**src/include/ucd_params.svh**
```systemverilog
// Command codes, code groups, limits and reset values of the command decoder
`ifndef UCD_PARAMS_SVH
`define UCD_PARAMS_SVH
// Full command codes
`define UCD_CMD_DMA_WR    8'hF2
`define UCD_CMD_DMA_RD    8'hF3
`define UCD_CMD_RESET     8'hF6
// Code groups, upper nibble; lower nibble is the endpoint index
`define UCD_GRP_BUF_WR    4'h0
`define UCD_GRP_BUF_RD    4'h1
`define UCD_GRP_STALL     4'h4
`define UCD_GRP_STATUS    4'h5
`define UCD_GRP_VALIDATE  4'h6
`define UCD_GRP_CLEAR     4'h7
`define UCD_GRP_UNSTALL   4'h8
`define UCD_GRP_CHECK     4'hD
`define UCD_GRP_GENERAL   4'hF
// Endpoint indices of the control pair
`define UCD_EP_CTRL_OUT   4'h0
`define UCD_EP_CTRL_IN    4'h1
// Buffer length limits in bytes
`define UCD_MAX_SMALL     10'h040
`define UCD_MAX_ISO       10'h3FF
// Reset values
`define UCD_DMA_RST       16'h0000
`define UCD_STALL_RST     16'h0000
// FIFO depth in words
`define UCD_FIFO_DEPTH    16
`endif

```
**src/include/ucd_pkg.sv**
```systemverilog
// Types and shared decode functions of the command decoder
`include "ucd_params.svh"
package ucd_pkg;

  typedef enum logic [2:0] {
    UCD_IDLE, UCD_DMA_WR, UCD_DMA_RD, UCD_STAT, UCD_CHECK, UCD_BUF_LEN, UCD_BUF_DATA
  } ucd_state_type;

  typedef enum logic {UCD_H_IDLE, UCD_H_BUSY} ucd_hstate_type;

  //////////////////////////////////////////////////////////////////////////////
  // Legality of a command code against the endpoint directions
  function automatic logic ucd_legal(input logic [7:0] code, input logic [15:0] dir_in);
    logic [3:0] ep;
    logic       in_ep;
    logic       out_ep;
    logic       ok;
    ep     = code[3:0];
    in_ep  = (ep == `UCD_EP_CTRL_IN) || (ep > `UCD_EP_CTRL_IN && dir_in[ep]);
    out_ep = (ep == `UCD_EP_CTRL_OUT) || (ep > `UCD_EP_CTRL_IN && !dir_in[ep]);
    case (code[7:4])
      `UCD_GRP_BUF_WR, `UCD_GRP_VALIDATE: ok = in_ep;
      `UCD_GRP_BUF_RD, `UCD_GRP_CLEAR:    ok = out_ep;
      `UCD_GRP_STALL, `UCD_GRP_STATUS, `UCD_GRP_UNSTALL, `UCD_GRP_CHECK: ok = 1'b1;
      `UCD_GRP_GENERAL: ok = (code == `UCD_CMD_DMA_WR) || (code == `UCD_CMD_DMA_RD)
                             || (code == `UCD_CMD_RESET);
      default: ok = 1'b0;
    endcase
    return ok;
  endfunction

  // Byte limit of an endpoint buffer
  function automatic logic [9:0] ucd_max_bytes(input logic [3:0] ep, input logic iso);
    return (ep > `UCD_EP_CTRL_IN && iso) ? `UCD_MAX_ISO : `UCD_MAX_SMALL;
  endfunction

  // Words for a byte count, (N + 1) / 2, after clamping to the limit
  function automatic logic [9:0] ucd_words(input logic [15:0] len, input logic [9:0] max);
    logic [9:0]  n;
    logic [10:0] s;
    n = (len > {6'h00, max}) ? max : len[9:0];
    s = {1'b0, n} + 11'h001;
    return s[10:1];
  endfunction

endpackage

```
**src/include/ucd_if.sv**
```systemverilog
// Parallel command/data port between processor end and controller end
interface ucd_if (
  input wire logic mclk,
  input wire logic rst
);
  logic        req;    // Held until ack
  logic        a0;     // High: command phase
  logic        wr;     // High: write data phase
  logic [15:0] wdata;
  logic        ack;    // One-cycle answer
  logic [15:0] rdata;

  modport dev (input req, a0, wr, wdata, output ack, rdata);
  modport host (output req, a0, wr, wdata, input ack, rdata);
endinterface

```
**src/core/ucd_dev.sv**
```systemverilog
// Controller end: command decoder, endpoint control and outgoing buffer FIFO
`include "ucd_params.svh"

////////////////////////////////////////////////////////////////////////////////
// Shift-register FIFO; head word and flags come straight from flops
module ucd_fifo #(
  parameter int WIDTH = 21,
  parameter int DEPTH = `UCD_FIFO_DEPTH
) (
  input  wire logic             mclk,
  input  wire logic             rst,
  input  wire logic             in_valid,
  output logic                  in_ready,
  input  wire logic [WIDTH-1:0] in_data,
  output logic                  out_valid,
  input  wire logic             out_ready,
  output logic      [WIDTH-1:0] out_data
);
  typedef struct packed {
    logic [DEPTH-1:0][WIDTH-1:0] mem;
    logic [DEPTH-1:0]            vld;
  } ucd_fifo_state_type;

  ucd_fifo_state_type q;
  ucd_fifo_state_type d;

  // Pop shifts everything down, push lands in the first free slot
  always_comb begin
    logic done;
    done = 1'b0;
    d    = q;
    if (q.vld[0] && out_ready) begin
      for (int i = 0; i < DEPTH - 1; i++) begin
        d.mem[i] = q.mem[i+1];
        d.vld[i] = q.vld[i+1];
      end
      d.vld[DEPTH-1] = 1'b0;
    end
    if (in_valid && !q.vld[DEPTH-1]) begin
      for (int i = 0; i < DEPTH; i++) begin
        if (!done && !d.vld[i]) begin
          d.mem[i] = in_data;
          d.vld[i] = 1'b1;
          done     = 1'b1;
        end
      end
    end
  end

  always_ff @(posedge mclk or posedge rst) begin
    if (rst) begin
      q <= '0;
    end else begin
      q <= d;
    end
  end

  // Full is judged on last cycle's state, so ready never depends on a pop
  assign in_ready  = !q.vld[DEPTH-1];
  assign out_valid = q.vld[0];
  assign out_data  = q.mem[0];
endmodule

////////////////////////////////////////////////////////////////////////////////
module ucd_dev #(
  parameter int FIFO_DEPTH = `UCD_FIFO_DEPTH
) (
  input  wire logic                 mclk,
  input  wire logic                 rst,
  ucd_if.dev                        bus,
  input  wire logic [15:0]          ep_dir_in,
  input  wire logic [15:0]          ep_iso,
  input  wire logic [15:0][7:0]     ep_status,
  output logic      [15:0]          dma_byte_counter,
  output logic      [15:0]          ep_stall,
  output logic                      validate_pulse,
  output logic                      clear_pulse,
  output logic                      status_clear_pulse,
  output logic                      dev_reset_pulse,
  output logic      [3:0]           act_ep,
  output logic                      tx_valid,
  input  wire logic                 tx_ready,
  output logic      [15:0]          tx_data,
  output logic      [3:0]           tx_ep,
  output logic                      tx_last,
  input  wire logic                 rx_valid,
  output logic                      rx_ready,
  input  wire logic [15:0]          rx_data,
  output logic      [3:0]           rx_ep
);
  import ucd_pkg::*;

  typedef struct packed {
    ucd_state_type state;
    logic          buf_rd;
    logic [3:0]    ep;
    logic [9:0]    left;
    logic [15:0]   dma;
    logic [15:0]   stall;
    logic          ack;
    logic [15:0]   rdata;
    logic          validate;
    logic          clear;
    logic          stat_clr;
    logic          dev_reset;
    logic [3:0]    act_ep;
    logic          rx_ready;
  } ucd_dev_state_type;

  ucd_dev_state_type q;
  ucd_dev_state_type d;
  logic              push;
  logic              push_ready;
  logic [20:0]       push_word;

  //////////////////////////////////////////////////////////////////////////////
  // Decode and sequencing
  always_comb begin
    logic       take;
    logic [3:0] cep;
    logic [9:0] words;
    logic [15:0] word;
    logic       can;
    take      = bus.req && !q.ack;   // Ack cycle still shows the old req
    cep       = bus.wdata[3:0];
    words     = '0;
    word      = q.buf_rd ? rx_data : bus.wdata;
    can       = q.buf_rd ? rx_valid : push_ready;
    push      = 1'b0;
    push_word = '0;
    d           = q;
    d.ack       = 1'b0;
    d.validate  = 1'b0;
    d.clear     = 1'b0;
    d.stat_clr  = 1'b0;
    d.dev_reset = 1'b0;
    d.rx_ready  = 1'b0;
    if (take && bus.a0) begin
      // Command phase: upper byte ignored, any new code aborts a phase
      d.ack   = 1'b1;
      d.rdata = '0;
      d.state = UCD_IDLE;
      if (ucd_legal(bus.wdata[7:0], ep_dir_in)) begin
        d.ep     = cep;
        d.act_ep = cep;
        case (bus.wdata[7:4])
          `UCD_GRP_BUF_WR: begin
            d.state  = UCD_BUF_LEN;
            d.buf_rd = 1'b0;
          end
          `UCD_GRP_BUF_RD: begin
            d.state  = UCD_BUF_LEN;
            d.buf_rd = 1'b1;
          end
          `UCD_GRP_STALL:    d.stall[cep] = 1'b1;
          `UCD_GRP_UNSTALL:  d.stall[cep] = 1'b0;
          `UCD_GRP_STATUS:   d.state = UCD_STAT;
          `UCD_GRP_CHECK:    d.state = UCD_CHECK;
          `UCD_GRP_VALIDATE: d.validate = 1'b1;
          `UCD_GRP_CLEAR:    d.clear = 1'b1;
          default: begin
            if (bus.wdata[7:0] == `UCD_CMD_DMA_WR) begin
              d.state = UCD_DMA_WR;
            end else if (bus.wdata[7:0] == `UCD_CMD_DMA_RD) begin
              d.state = UCD_DMA_RD;
            end else begin
              d.dma       = `UCD_DMA_RST;
              d.stall     = `UCD_STALL_RST;
              d.dev_reset = 1'b1;
            end
          end
        endcase
      end
    end else if (take) begin
      // Data phase; a word with no matching command is acked and dropped
      d.rdata = '0;
      d.ack   = 1'b1;
      case (q.state)
        UCD_DMA_WR: begin
          if (bus.wr) begin
            d.dma   = bus.wdata;
            d.state = UCD_IDLE;
          end
        end
        UCD_DMA_RD: begin
          if (!bus.wr) begin
            d.rdata = q.dma;
            d.state = UCD_IDLE;
          end
        end
        UCD_STAT, UCD_CHECK: begin
          if (!bus.wr) begin
            d.rdata    = {8'h00, ep_status[q.ep]};
            d.stat_clr = (q.state == UCD_STAT);
            d.state    = UCD_IDLE;
          end
        end
        UCD_BUF_LEN, UCD_BUF_DATA: begin
          if (bus.wr == !q.buf_rd) begin
            // Stall the bus until the word can move
            d.ack = can;
            if (can) begin
              if (q.state == UCD_BUF_LEN) begin
                // Length word first, then (N+1)/2 words, clamped to the limit
                words  = ucd_words(word, ucd_max_bytes(q.ep, ep_iso[q.ep]));
                d.left = words;
              end else begin
                words  = q.left - 10'h001;
                d.left = words;
              end
              d.state = (words == '0) ? UCD_IDLE : UCD_BUF_DATA;
              if (q.buf_rd) begin
                d.rx_ready = 1'b1;
                d.rdata    = rx_data;
              end else begin
                push      = 1'b1;
                push_word = {words == '0, q.ep, bus.wdata};
              end
            end
          end
        end
        default: d.state = UCD_IDLE;
      endcase
    end
    // Read word stands until the next answer, also through buffer stalls
    if (!d.ack) begin
      d.rdata = q.rdata;
    end
  end

  always_ff @(posedge mclk or posedge rst) begin
    if (rst) begin
      q       <= '0;
      q.state <= UCD_IDLE;
      q.dma   <= `UCD_DMA_RST;
      q.stall <= `UCD_STALL_RST;
    end else begin
      q <= d;
    end
  end

  //////////////////////////////////////////////////////////////////////////////
  // Outgoing buffer words; a full FIFO holds off the bus answer
  ucd_fifo #(
    .WIDTH (21),
    .DEPTH (FIFO_DEPTH)
  ) u_fifo (
    .mclk      (mclk),
    .rst       (rst),
    .in_valid  (push),
    .in_ready  (push_ready),
    .in_data   (push_word),
    .out_valid (tx_valid),
    .out_ready (tx_ready),
    .out_data  ({tx_last, tx_ep, tx_data})
  );

  // Register outputs
  assign bus.ack            = q.ack;
  assign bus.rdata          = q.rdata;
  assign dma_byte_counter   = q.dma;
  assign ep_stall           = q.stall;
  assign validate_pulse     = q.validate;
  assign clear_pulse        = q.clear;
  assign status_clear_pulse = q.stat_clr;
  assign dev_reset_pulse    = q.dev_reset;
  assign act_ep             = q.act_ep;
  assign rx_ready           = q.rx_ready;
  assign rx_ep              = q.ep;
endmodule

```
**src/flat_wrapper.sv**
```systemverilog
// flat-port wrapper written by rule: the top's interface ports become plain ports
module ucd_dev_flat import ucd_pkg::*;
#(
  parameter int FIFO_DEPTH = `UCD_FIFO_DEPTH
)
  (mclk, rst, ep_dir_in, ep_iso, ep_status, dma_byte_counter, ep_stall, validate_pulse, clear_pulse, status_clear_pulse, dev_reset_pulse, act_ep, tx_valid, tx_ready, tx_data, tx_ep, tx_last, rx_valid, rx_ready, rx_data, rx_ep, bus_req, bus_a0, bus_wr, bus_wdata, bus_ack, bus_rdata);
  ucd_if bus_i (.mclk(mclk), .rst(rst));
  input  wire logic mclk;
  input  wire logic rst;
  input  wire logic [15:0] ep_dir_in;
  input  wire logic [15:0] ep_iso;
  input  wire logic [15:0][7:0] ep_status;
  output logic      [15:0] dma_byte_counter;
  output logic      [15:0] ep_stall;
  output logic validate_pulse;
  output logic clear_pulse;
  output logic status_clear_pulse;
  output logic dev_reset_pulse;
  output logic      [3:0] act_ep;
  output logic tx_valid;
  input  wire logic tx_ready;
  output logic      [15:0] tx_data;
  output logic      [3:0] tx_ep;
  output logic tx_last;
  input  wire logic rx_valid;
  output logic rx_ready;
  input  wire logic [15:0] rx_data;
  output logic      [3:0] rx_ep;
  input wire logic [$bits(bus_i.req)-1:0] bus_req;
  input wire logic [$bits(bus_i.a0)-1:0] bus_a0;
  input wire logic [$bits(bus_i.wr)-1:0] bus_wr;
  input wire logic [$bits(bus_i.wdata)-1:0] bus_wdata;
  output wire logic [$bits(bus_i.ack)-1:0] bus_ack;
  output wire logic [$bits(bus_i.rdata)-1:0] bus_rdata;
  assign bus_i.req = bus_req;
  assign bus_i.a0 = bus_a0;
  assign bus_i.wr = bus_wr;
  assign bus_i.wdata = bus_wdata;
  assign bus_ack = bus_i.ack;
  assign bus_rdata = bus_i.rdata;
  ucd_dev #(.FIFO_DEPTH(FIFO_DEPTH)) u_core (.mclk(mclk), .rst(rst), .bus(bus_i), .ep_dir_in(ep_dir_in), .ep_iso(ep_iso), .ep_status(ep_status), .dma_byte_counter(dma_byte_counter), .ep_stall(ep_stall), .validate_pulse(validate_pulse), .clear_pulse(clear_pulse), .status_clear_pulse(status_clear_pulse), .dev_reset_pulse(dev_reset_pulse), .act_ep(act_ep), .tx_valid(tx_valid), .tx_ready(tx_ready), .tx_data(tx_data), .tx_ep(tx_ep), .tx_last(tx_last), .rx_valid(rx_valid), .rx_ready(rx_ready), .rx_data(rx_data), .rx_ep(rx_ep));
endmodule
```
**config.mk**
```make
export PLATFORM = sky130hd
export DESIGN_NAME = ucd_dev_flat
export DESIGN_NICKNAME = d
export VERILOG_FILES = /design/src/include/ucd_pkg.sv /design/src/include/ucd_if.sv /design/src/core/ucd_dev.sv /design/src/flat_wrapper.sv
export VERILOG_INCLUDE_DIRS = /design/src /design/src/include
export SDC_FILE = /design/constraint.sdc
export NUM_CORES = 1
export LEC_CHECK = 0
export BUFFER_PORTS_ARGS = -buffer_cell sky130_fd_sc_hd__buf_2
export CAP_MARGIN = 20
export CORE_MARGIN = 2
export CORE_UTILIZATION = 35
export DETAILED_ROUTE_END_ITERATION = 8
export HOLD_SLACK_MARGIN = 0.02
export MAX_ROUTING_LAYER = met4
export PLACE_DENSITY_LB_ADDON = 0.15
export SLEW_MARGIN = 20
export SYNTH_ARGS = -nofsm -noshare
export SYNTH_HDL_FRONTEND = slang
export SYNTH_SLANG_ARGS = --single-unit
```
**constraint.sdc**
```tcl
create_clock -name mclk -period 37.6 [get_ports mclk]
set_clock_uncertainty 0.2 [all_clocks]
set_input_delay 5.64 -clock mclk [delete_from_list [all_inputs] [get_ports mclk]]
set_output_delay 5.64 -clock mclk [all_outputs]
set_load 0.02 [all_outputs]
```
Word-level counts from Yosys, hierarchy flattened

Cells that the tools add are included.

Reduce and logical (&&, ||, !) cells: 86
Magnitude comparators: 6
Eq/ne operators: 29
Mux-type cells: 144
$mul: 0
Shift operators: 0
Add/sub/neg operators: 2
Bitwise operators: 5
Divide/modulo/power cells: 0

Operator list:

| cell                                                             | count |
|---|---|
| 331-bit two-way mux                                              | 2 |
| 21-bit two-way mux                                               | 21 |
| 16-bit two-way mux                                               | 9 |
| 32-bit two-way mux                                               | 3 |
| 16-bit one-hot mux with 3 select lines                           | 2 |
| 10-bit two-way mux                                               | 8 |
| 1-bit two-way mux                                                | 72 |
| 17-bit two-way mux                                               | 3 |
| 1-bit logical NOT                                                | 34 |
| 8-bit binary-select mux with 4-bit select                        | 1 |
| 8-bit == test (second input constant)                            | 3 |
| 8-bit two-way mux                                                | 3 |
| 1-bit logical AND                                                | 23 |
| 3-bit two-way mux                                                | 7 |
| 16-bit AND                                                       | 1 |
| 4-bit by 3-bit == test with 1-bit output (second input constant) | 4 |
| 16-bit by 10-bit greater-than comparator with 1-bit output       | 1 |
| 16-bit inverter                                                  | 1 |
| 16-bit bitwise OR                                                | 1 |
| 5-bit AND reduction                                              | 3 |
| 4-bit == test (second input constant)                            | 3 |
| 3-bit one-hot mux with 4 select lines                            | 1 |
| 10-bit by 1-bit adder with 11-bit output (second input constant) | 1 |
| 10-bit logical NOT                                               | 1 |
| other kinds (32)                                                 | 64 |

ROM bits: 0
Bits in writable memories: 0
Latch bits: 0
Register bits after elaboration: 424
Input port bits: 199
Logic and storage cells: 302
Output and inout bits: 84
Memories kept: 0

Depth between registers and ports, before layout

Depth in word-level cells: 69
Gate-level depth with buffers: 20
Gate-level depth less buffers: 18

Modules after synthesis

Synthesis repeated with hierarchy kept, for this count alone.

Cell total of the unflattened synthesis: 2475
Area total of the unflattened synthesis: 22815.6 um^2

By module, submodules not included:

| module   | cells each | sequential area each (um^2) | instances | area an instance (um^2) |
|---|---|---|---|---|
| ucd_fifo | 1814       | 8808.4                      | 1         | 16497.1 |
| ucd_dev  | 661        | 1801.7                      | 1         | 6318.6 |

Worst setup path before layout

OpenSTA, ideal clock, no wires.

Path type: input port to flip-flop
Start: in ep_iso[15]
End: reg u_core.u_fifo.q[120] (netlist bit)
Buffers on the path: 2
Library setup time: 0.079 ns
Required time: 37.321 ns
Arrival time: 9.692 ns
Stages on the path: 17
Setup slack: 27.629 ns
Cells stage by stage: mux4_2 mux2_2 o21ai_2 ha_1 a211oi_1 o21ai_0 o21ai_0 a21oi_1 o21ba_2 ha_1 clkbuf_1 a31oi_1 o41a_1 a221oi_2 o2111ai_2 buf_2 mux2i_1

RTL lines:

| what                   | RTL line           | RTL |
|---|---|---|
| start: declaration     | flat_wrapper.sv:11 | `input wire logic [15:0] ep_iso;` |
| end signal: assignment | ucd_dev.sv:52      | `q <= '0;` |
| end signal: assignment | ucd_dev.sv:54      | `q <= d;` |
| end: declaration       | ucd_dev.sv:24      | `ucd_fifo_state_type q;` |

==> out/summary.txt <==
Tmin final = 10.77 ns
Final Power = 1.213 mW
Ys flop type = dfrtp_1
Pwr dens = 47.79 nW/um2
Ys Warns = 0
Post-synth ARST share = 100.0%
WP data required = 37.85 ns
Synth-to-layout area growth = 13.75%
CTS H-tree lvls = 2
Relative slew margins = 33.18%
Critical path data arrival time = 11.02 ns
Post-CTS setup buffer count = 0
Die height = 256.5 um
Unrepaired setup endpoints after global routing = no
Row cnt = 92
Chip Width = 256.5 um
Worst Path Max Fanout = 16
Antenna violations before repair = 3
Worst setup EP type = flop
Drt drc = 0
Status = complete, no violations
Seq cells post-synth = 424
TritonCTS Sinks = 424
Routability congestion estimate = 0.9816
Synth Cell Area = 22,320 um2
Vias = 18,330
Cts hold-fix bufs = 0
Total global routing overflow = 0
Synth cell types = 77
Final-report max-slew violation count = 0
Syn_area_per_cell = 8.850 um2
CTS tree = built
Worst vdd ir = 0.03217 mV
HP Class = reg -> reg
DRT antenna net count = 0
GRT Resource Usage Total = 20.37%
Core area = 63,080 um2
Static Leak = 12.42 nW
Drt first pass iters = 5
Largest net degree at the start of global routing = 177
Final setup violation count = 0
Placed Cells = 3,387
Gates resized, CTS repair = 0
WL/cell = 18.90 um
Clock root cell = clkbuf_16
Least-Margin Pin Slew = 0.9985 ns
Final #Nets = 2,802
Max Root-Sink Buffers = 3
I/O Pins = 283
Clock slew at reported path FFs = 0.06 ns
1st-iter DRT viols = 1,625
Fin cells = 3,479
WL final = 65.77 mm
CP Class = in -> reg
# fillers = 6,323
Synthesized net count = 2,732
Layout cell share with drive strength beyond 1 = 18.37%
Setup TNS = 0 ns
Dpl ws = 26.29 ns
First-pass GRT wire length = 105.1 mm
Input/output buffers = 278
Hpwl dp = 43.95 mm
CP Launch Type = input pin
Syn Inst Count = 2,522
Vias in the first global route = 17,680
Clock latency on the worst-skew pair = 0.60 ns
Starting Density = 35.38%
Post-route clock period utilization = 28.64%
Max Cap Violations = 0
Register area share after synthesis = 47.54%
Post-synth EDFFs = 0
Die ar. = 65,810 um2
CTS Buf Count = 49
Fmax = 92.87 MHz
Post-DR vias/cell = 5.268
Setup ws final = 26.83 ns
Final hold vios = 0
-- through the flow --
stage	instance area [um2]	hold WS, ns	utilization, %
after floorplan	22320	0.2484	-
after global placement	23690	0.2608	37.55
after detailed placement	23700	0.2684	37.58
after CTS	25380	0.2819	40.23
after global routing	25380	0.3056	40.24
final	25390	0.2727	40.25
-- per-layer routing --
| layer | share of wire [%] | up-vias | global-route usage, % |
|---|---|---|---|
| met5 | 0 | - | - |
| met1 | 48 | 8945 | 28.85 |
| li1 | - | 8818 | - |
| met2 | 45 | 477 | 30.67 |
| met4 | 2.1 | 0 | 5.491 |
| met3 | 4.7 | 87 | 2.728 |
-- layout by cell type (no fill, tap or decap), types with 11 or more instances in the layout --
cell	count
nand2_1	664
dfrtp_1	422
buf_2	278
nor2_1	225
a31oi_1	213
o21ai_0	196
mux2i_1	120
clkbuf_16	49
mux4_2	46
a21oi_1	40
buf_4	31
nand3_1	22
mux2_2	22
inv_1	19
and2_1	17
o22ai_1	16
nor3_1	14
clkbuf_8	14
clkbuf_1	13
nand2b_1	11
ha_1	11
-- power breakdown --
group | total [mW] | internal (mW) | switching, mW
registers | 0.496 | 0.474 | 0.0224
logic | 0.225 | 0.0927 | 0.132
clock network | 0.493 | 0.296 | 0.196
-- path summary, 6_finish.rpt --
path                                             end  cells past startpoint  slack (ns)                 start
worst min register to register  u_core.bus.rdata[14]                      2        0.27  u_core.bus.rdata[14]
max in group asynchronous        u_core.u_fifo.q[50]                      4       30.03                   rst
min in group asynchronous       u_core.u_fifo.q[308]                      2        5.03                   rst
worst min-delay path            u_core.bus.rdata[14]                      2        0.27  u_core.bus.rdata[14]
worst max register to register  u_core.u_fifo.q[330]                     17       30.56       u_core.rx_ep[1]
worst max-delay path            u_core.u_fifo.q[330]                     17       26.83            ep_iso[10]
-- sequential cells by signal (all words and copies together) (netlist names) --
| register | count |
|---|---|
| u_core.q | 14 |
| u_core.u_fifo.out_valid | 1 |
| u_core.bus.ack | 1 |
| u_core.clear_pulse | 1 |
| u_core.bus.rdata | 16 |
| u_core.status_clear_pulse | 1 |
| u_core.rx_ready | 1 |
| u_core.rx_ep | 4 |
| u_core.u_fifo.out_data | 21 |
| u_core.ep_stall | 16 |
| u_core.u_fifo.q | 330 |
| u_core.dev_reset_pulse | 1 |
| u_core.validate_pulse | 1 |
| u_core.dma_byte_counter | 16 |
-- layout make-up --
cell class	instances	area (um2)	share of cell area, %
Sequential cell	424	10610	41.80
Timing Repair Buffer	311	1664	6.555
Multi-Input combinational cell	1784	10280	40.48
Clock inverter	13	209.0	0.8231
Inverter	22	90.09	0.3549
Tap cell	846	1059	4.170
Antenna cell	3	7.507	0.02957
Clock buffer	76	1468	5.781
-- cell usage after synthesis (all sizes together), types with 4 or more instances --
master  count  area (um2)
ha         11       137.6
dfrtp     424       10610
nor3       16       85.08
and3        9       56.30
mux2       23       262.8
buf       101       684.4
nor4        6       37.54
and2       18       112.6
nand4       5       31.28
a31oi     213        1333
o21a        4       31.28
o21ai     206        1035
clkbuf    191       716.9
nor3b       7       52.55
nand2     666        2502
nand2b     11       68.82
inv        21       78.82
nand3      22       110.1
nor2b       9       56.30
a222oi      9       90.09
nor2      229       859.6
o211ai      6       45.04
nand3b      7       52.55
o31ai       6       45.04
or3         7       43.79
mux4       46        1036
mux2i     120        1201
o22ai      16       100.1
a22oi       9       67.56
xnor2       8       70.07
a21oi      40       200.2
-- logic make-up (layout without fill, tap and decap cells) --
logic type / after synthesis / in the layout / synth area share, %
adders and majority gates: 11 / 11 / 0.6167
AOI/OAI and AO/OA: 549 / 549 / 14.86
DFF: 424 / 424 / 47.54
buffers and inverters: 314 / 422 / 6.649
other: 0 / 3 / 0
and+or+nand+nor: 1024 / 1024 / 18.70
muxes: 189 / 189 / 11.20
xor gates and xnor gates: 11 / 11 / 0.4317
-- critical path, stage by stage --
cell and delay [ns]:
buf_2 0.15, mux4_2 0.46, mux2_2 0.29, o21ai_2 0.47
ha_1 0.37, a211oi_1 0.22, o21ai_0 0.14, o21a_2 0.28
nor2_1 0.49, a21oi_1 0.14, ha_1 0.38, nor3_1 0.23
a31oi_1 0.08, o41a_1 0.37, a221oi_2 0.37, o2111ai_2 0.51
o31ai_1 0.41
No activity file was read; power rests on OpenSTA's default activity.
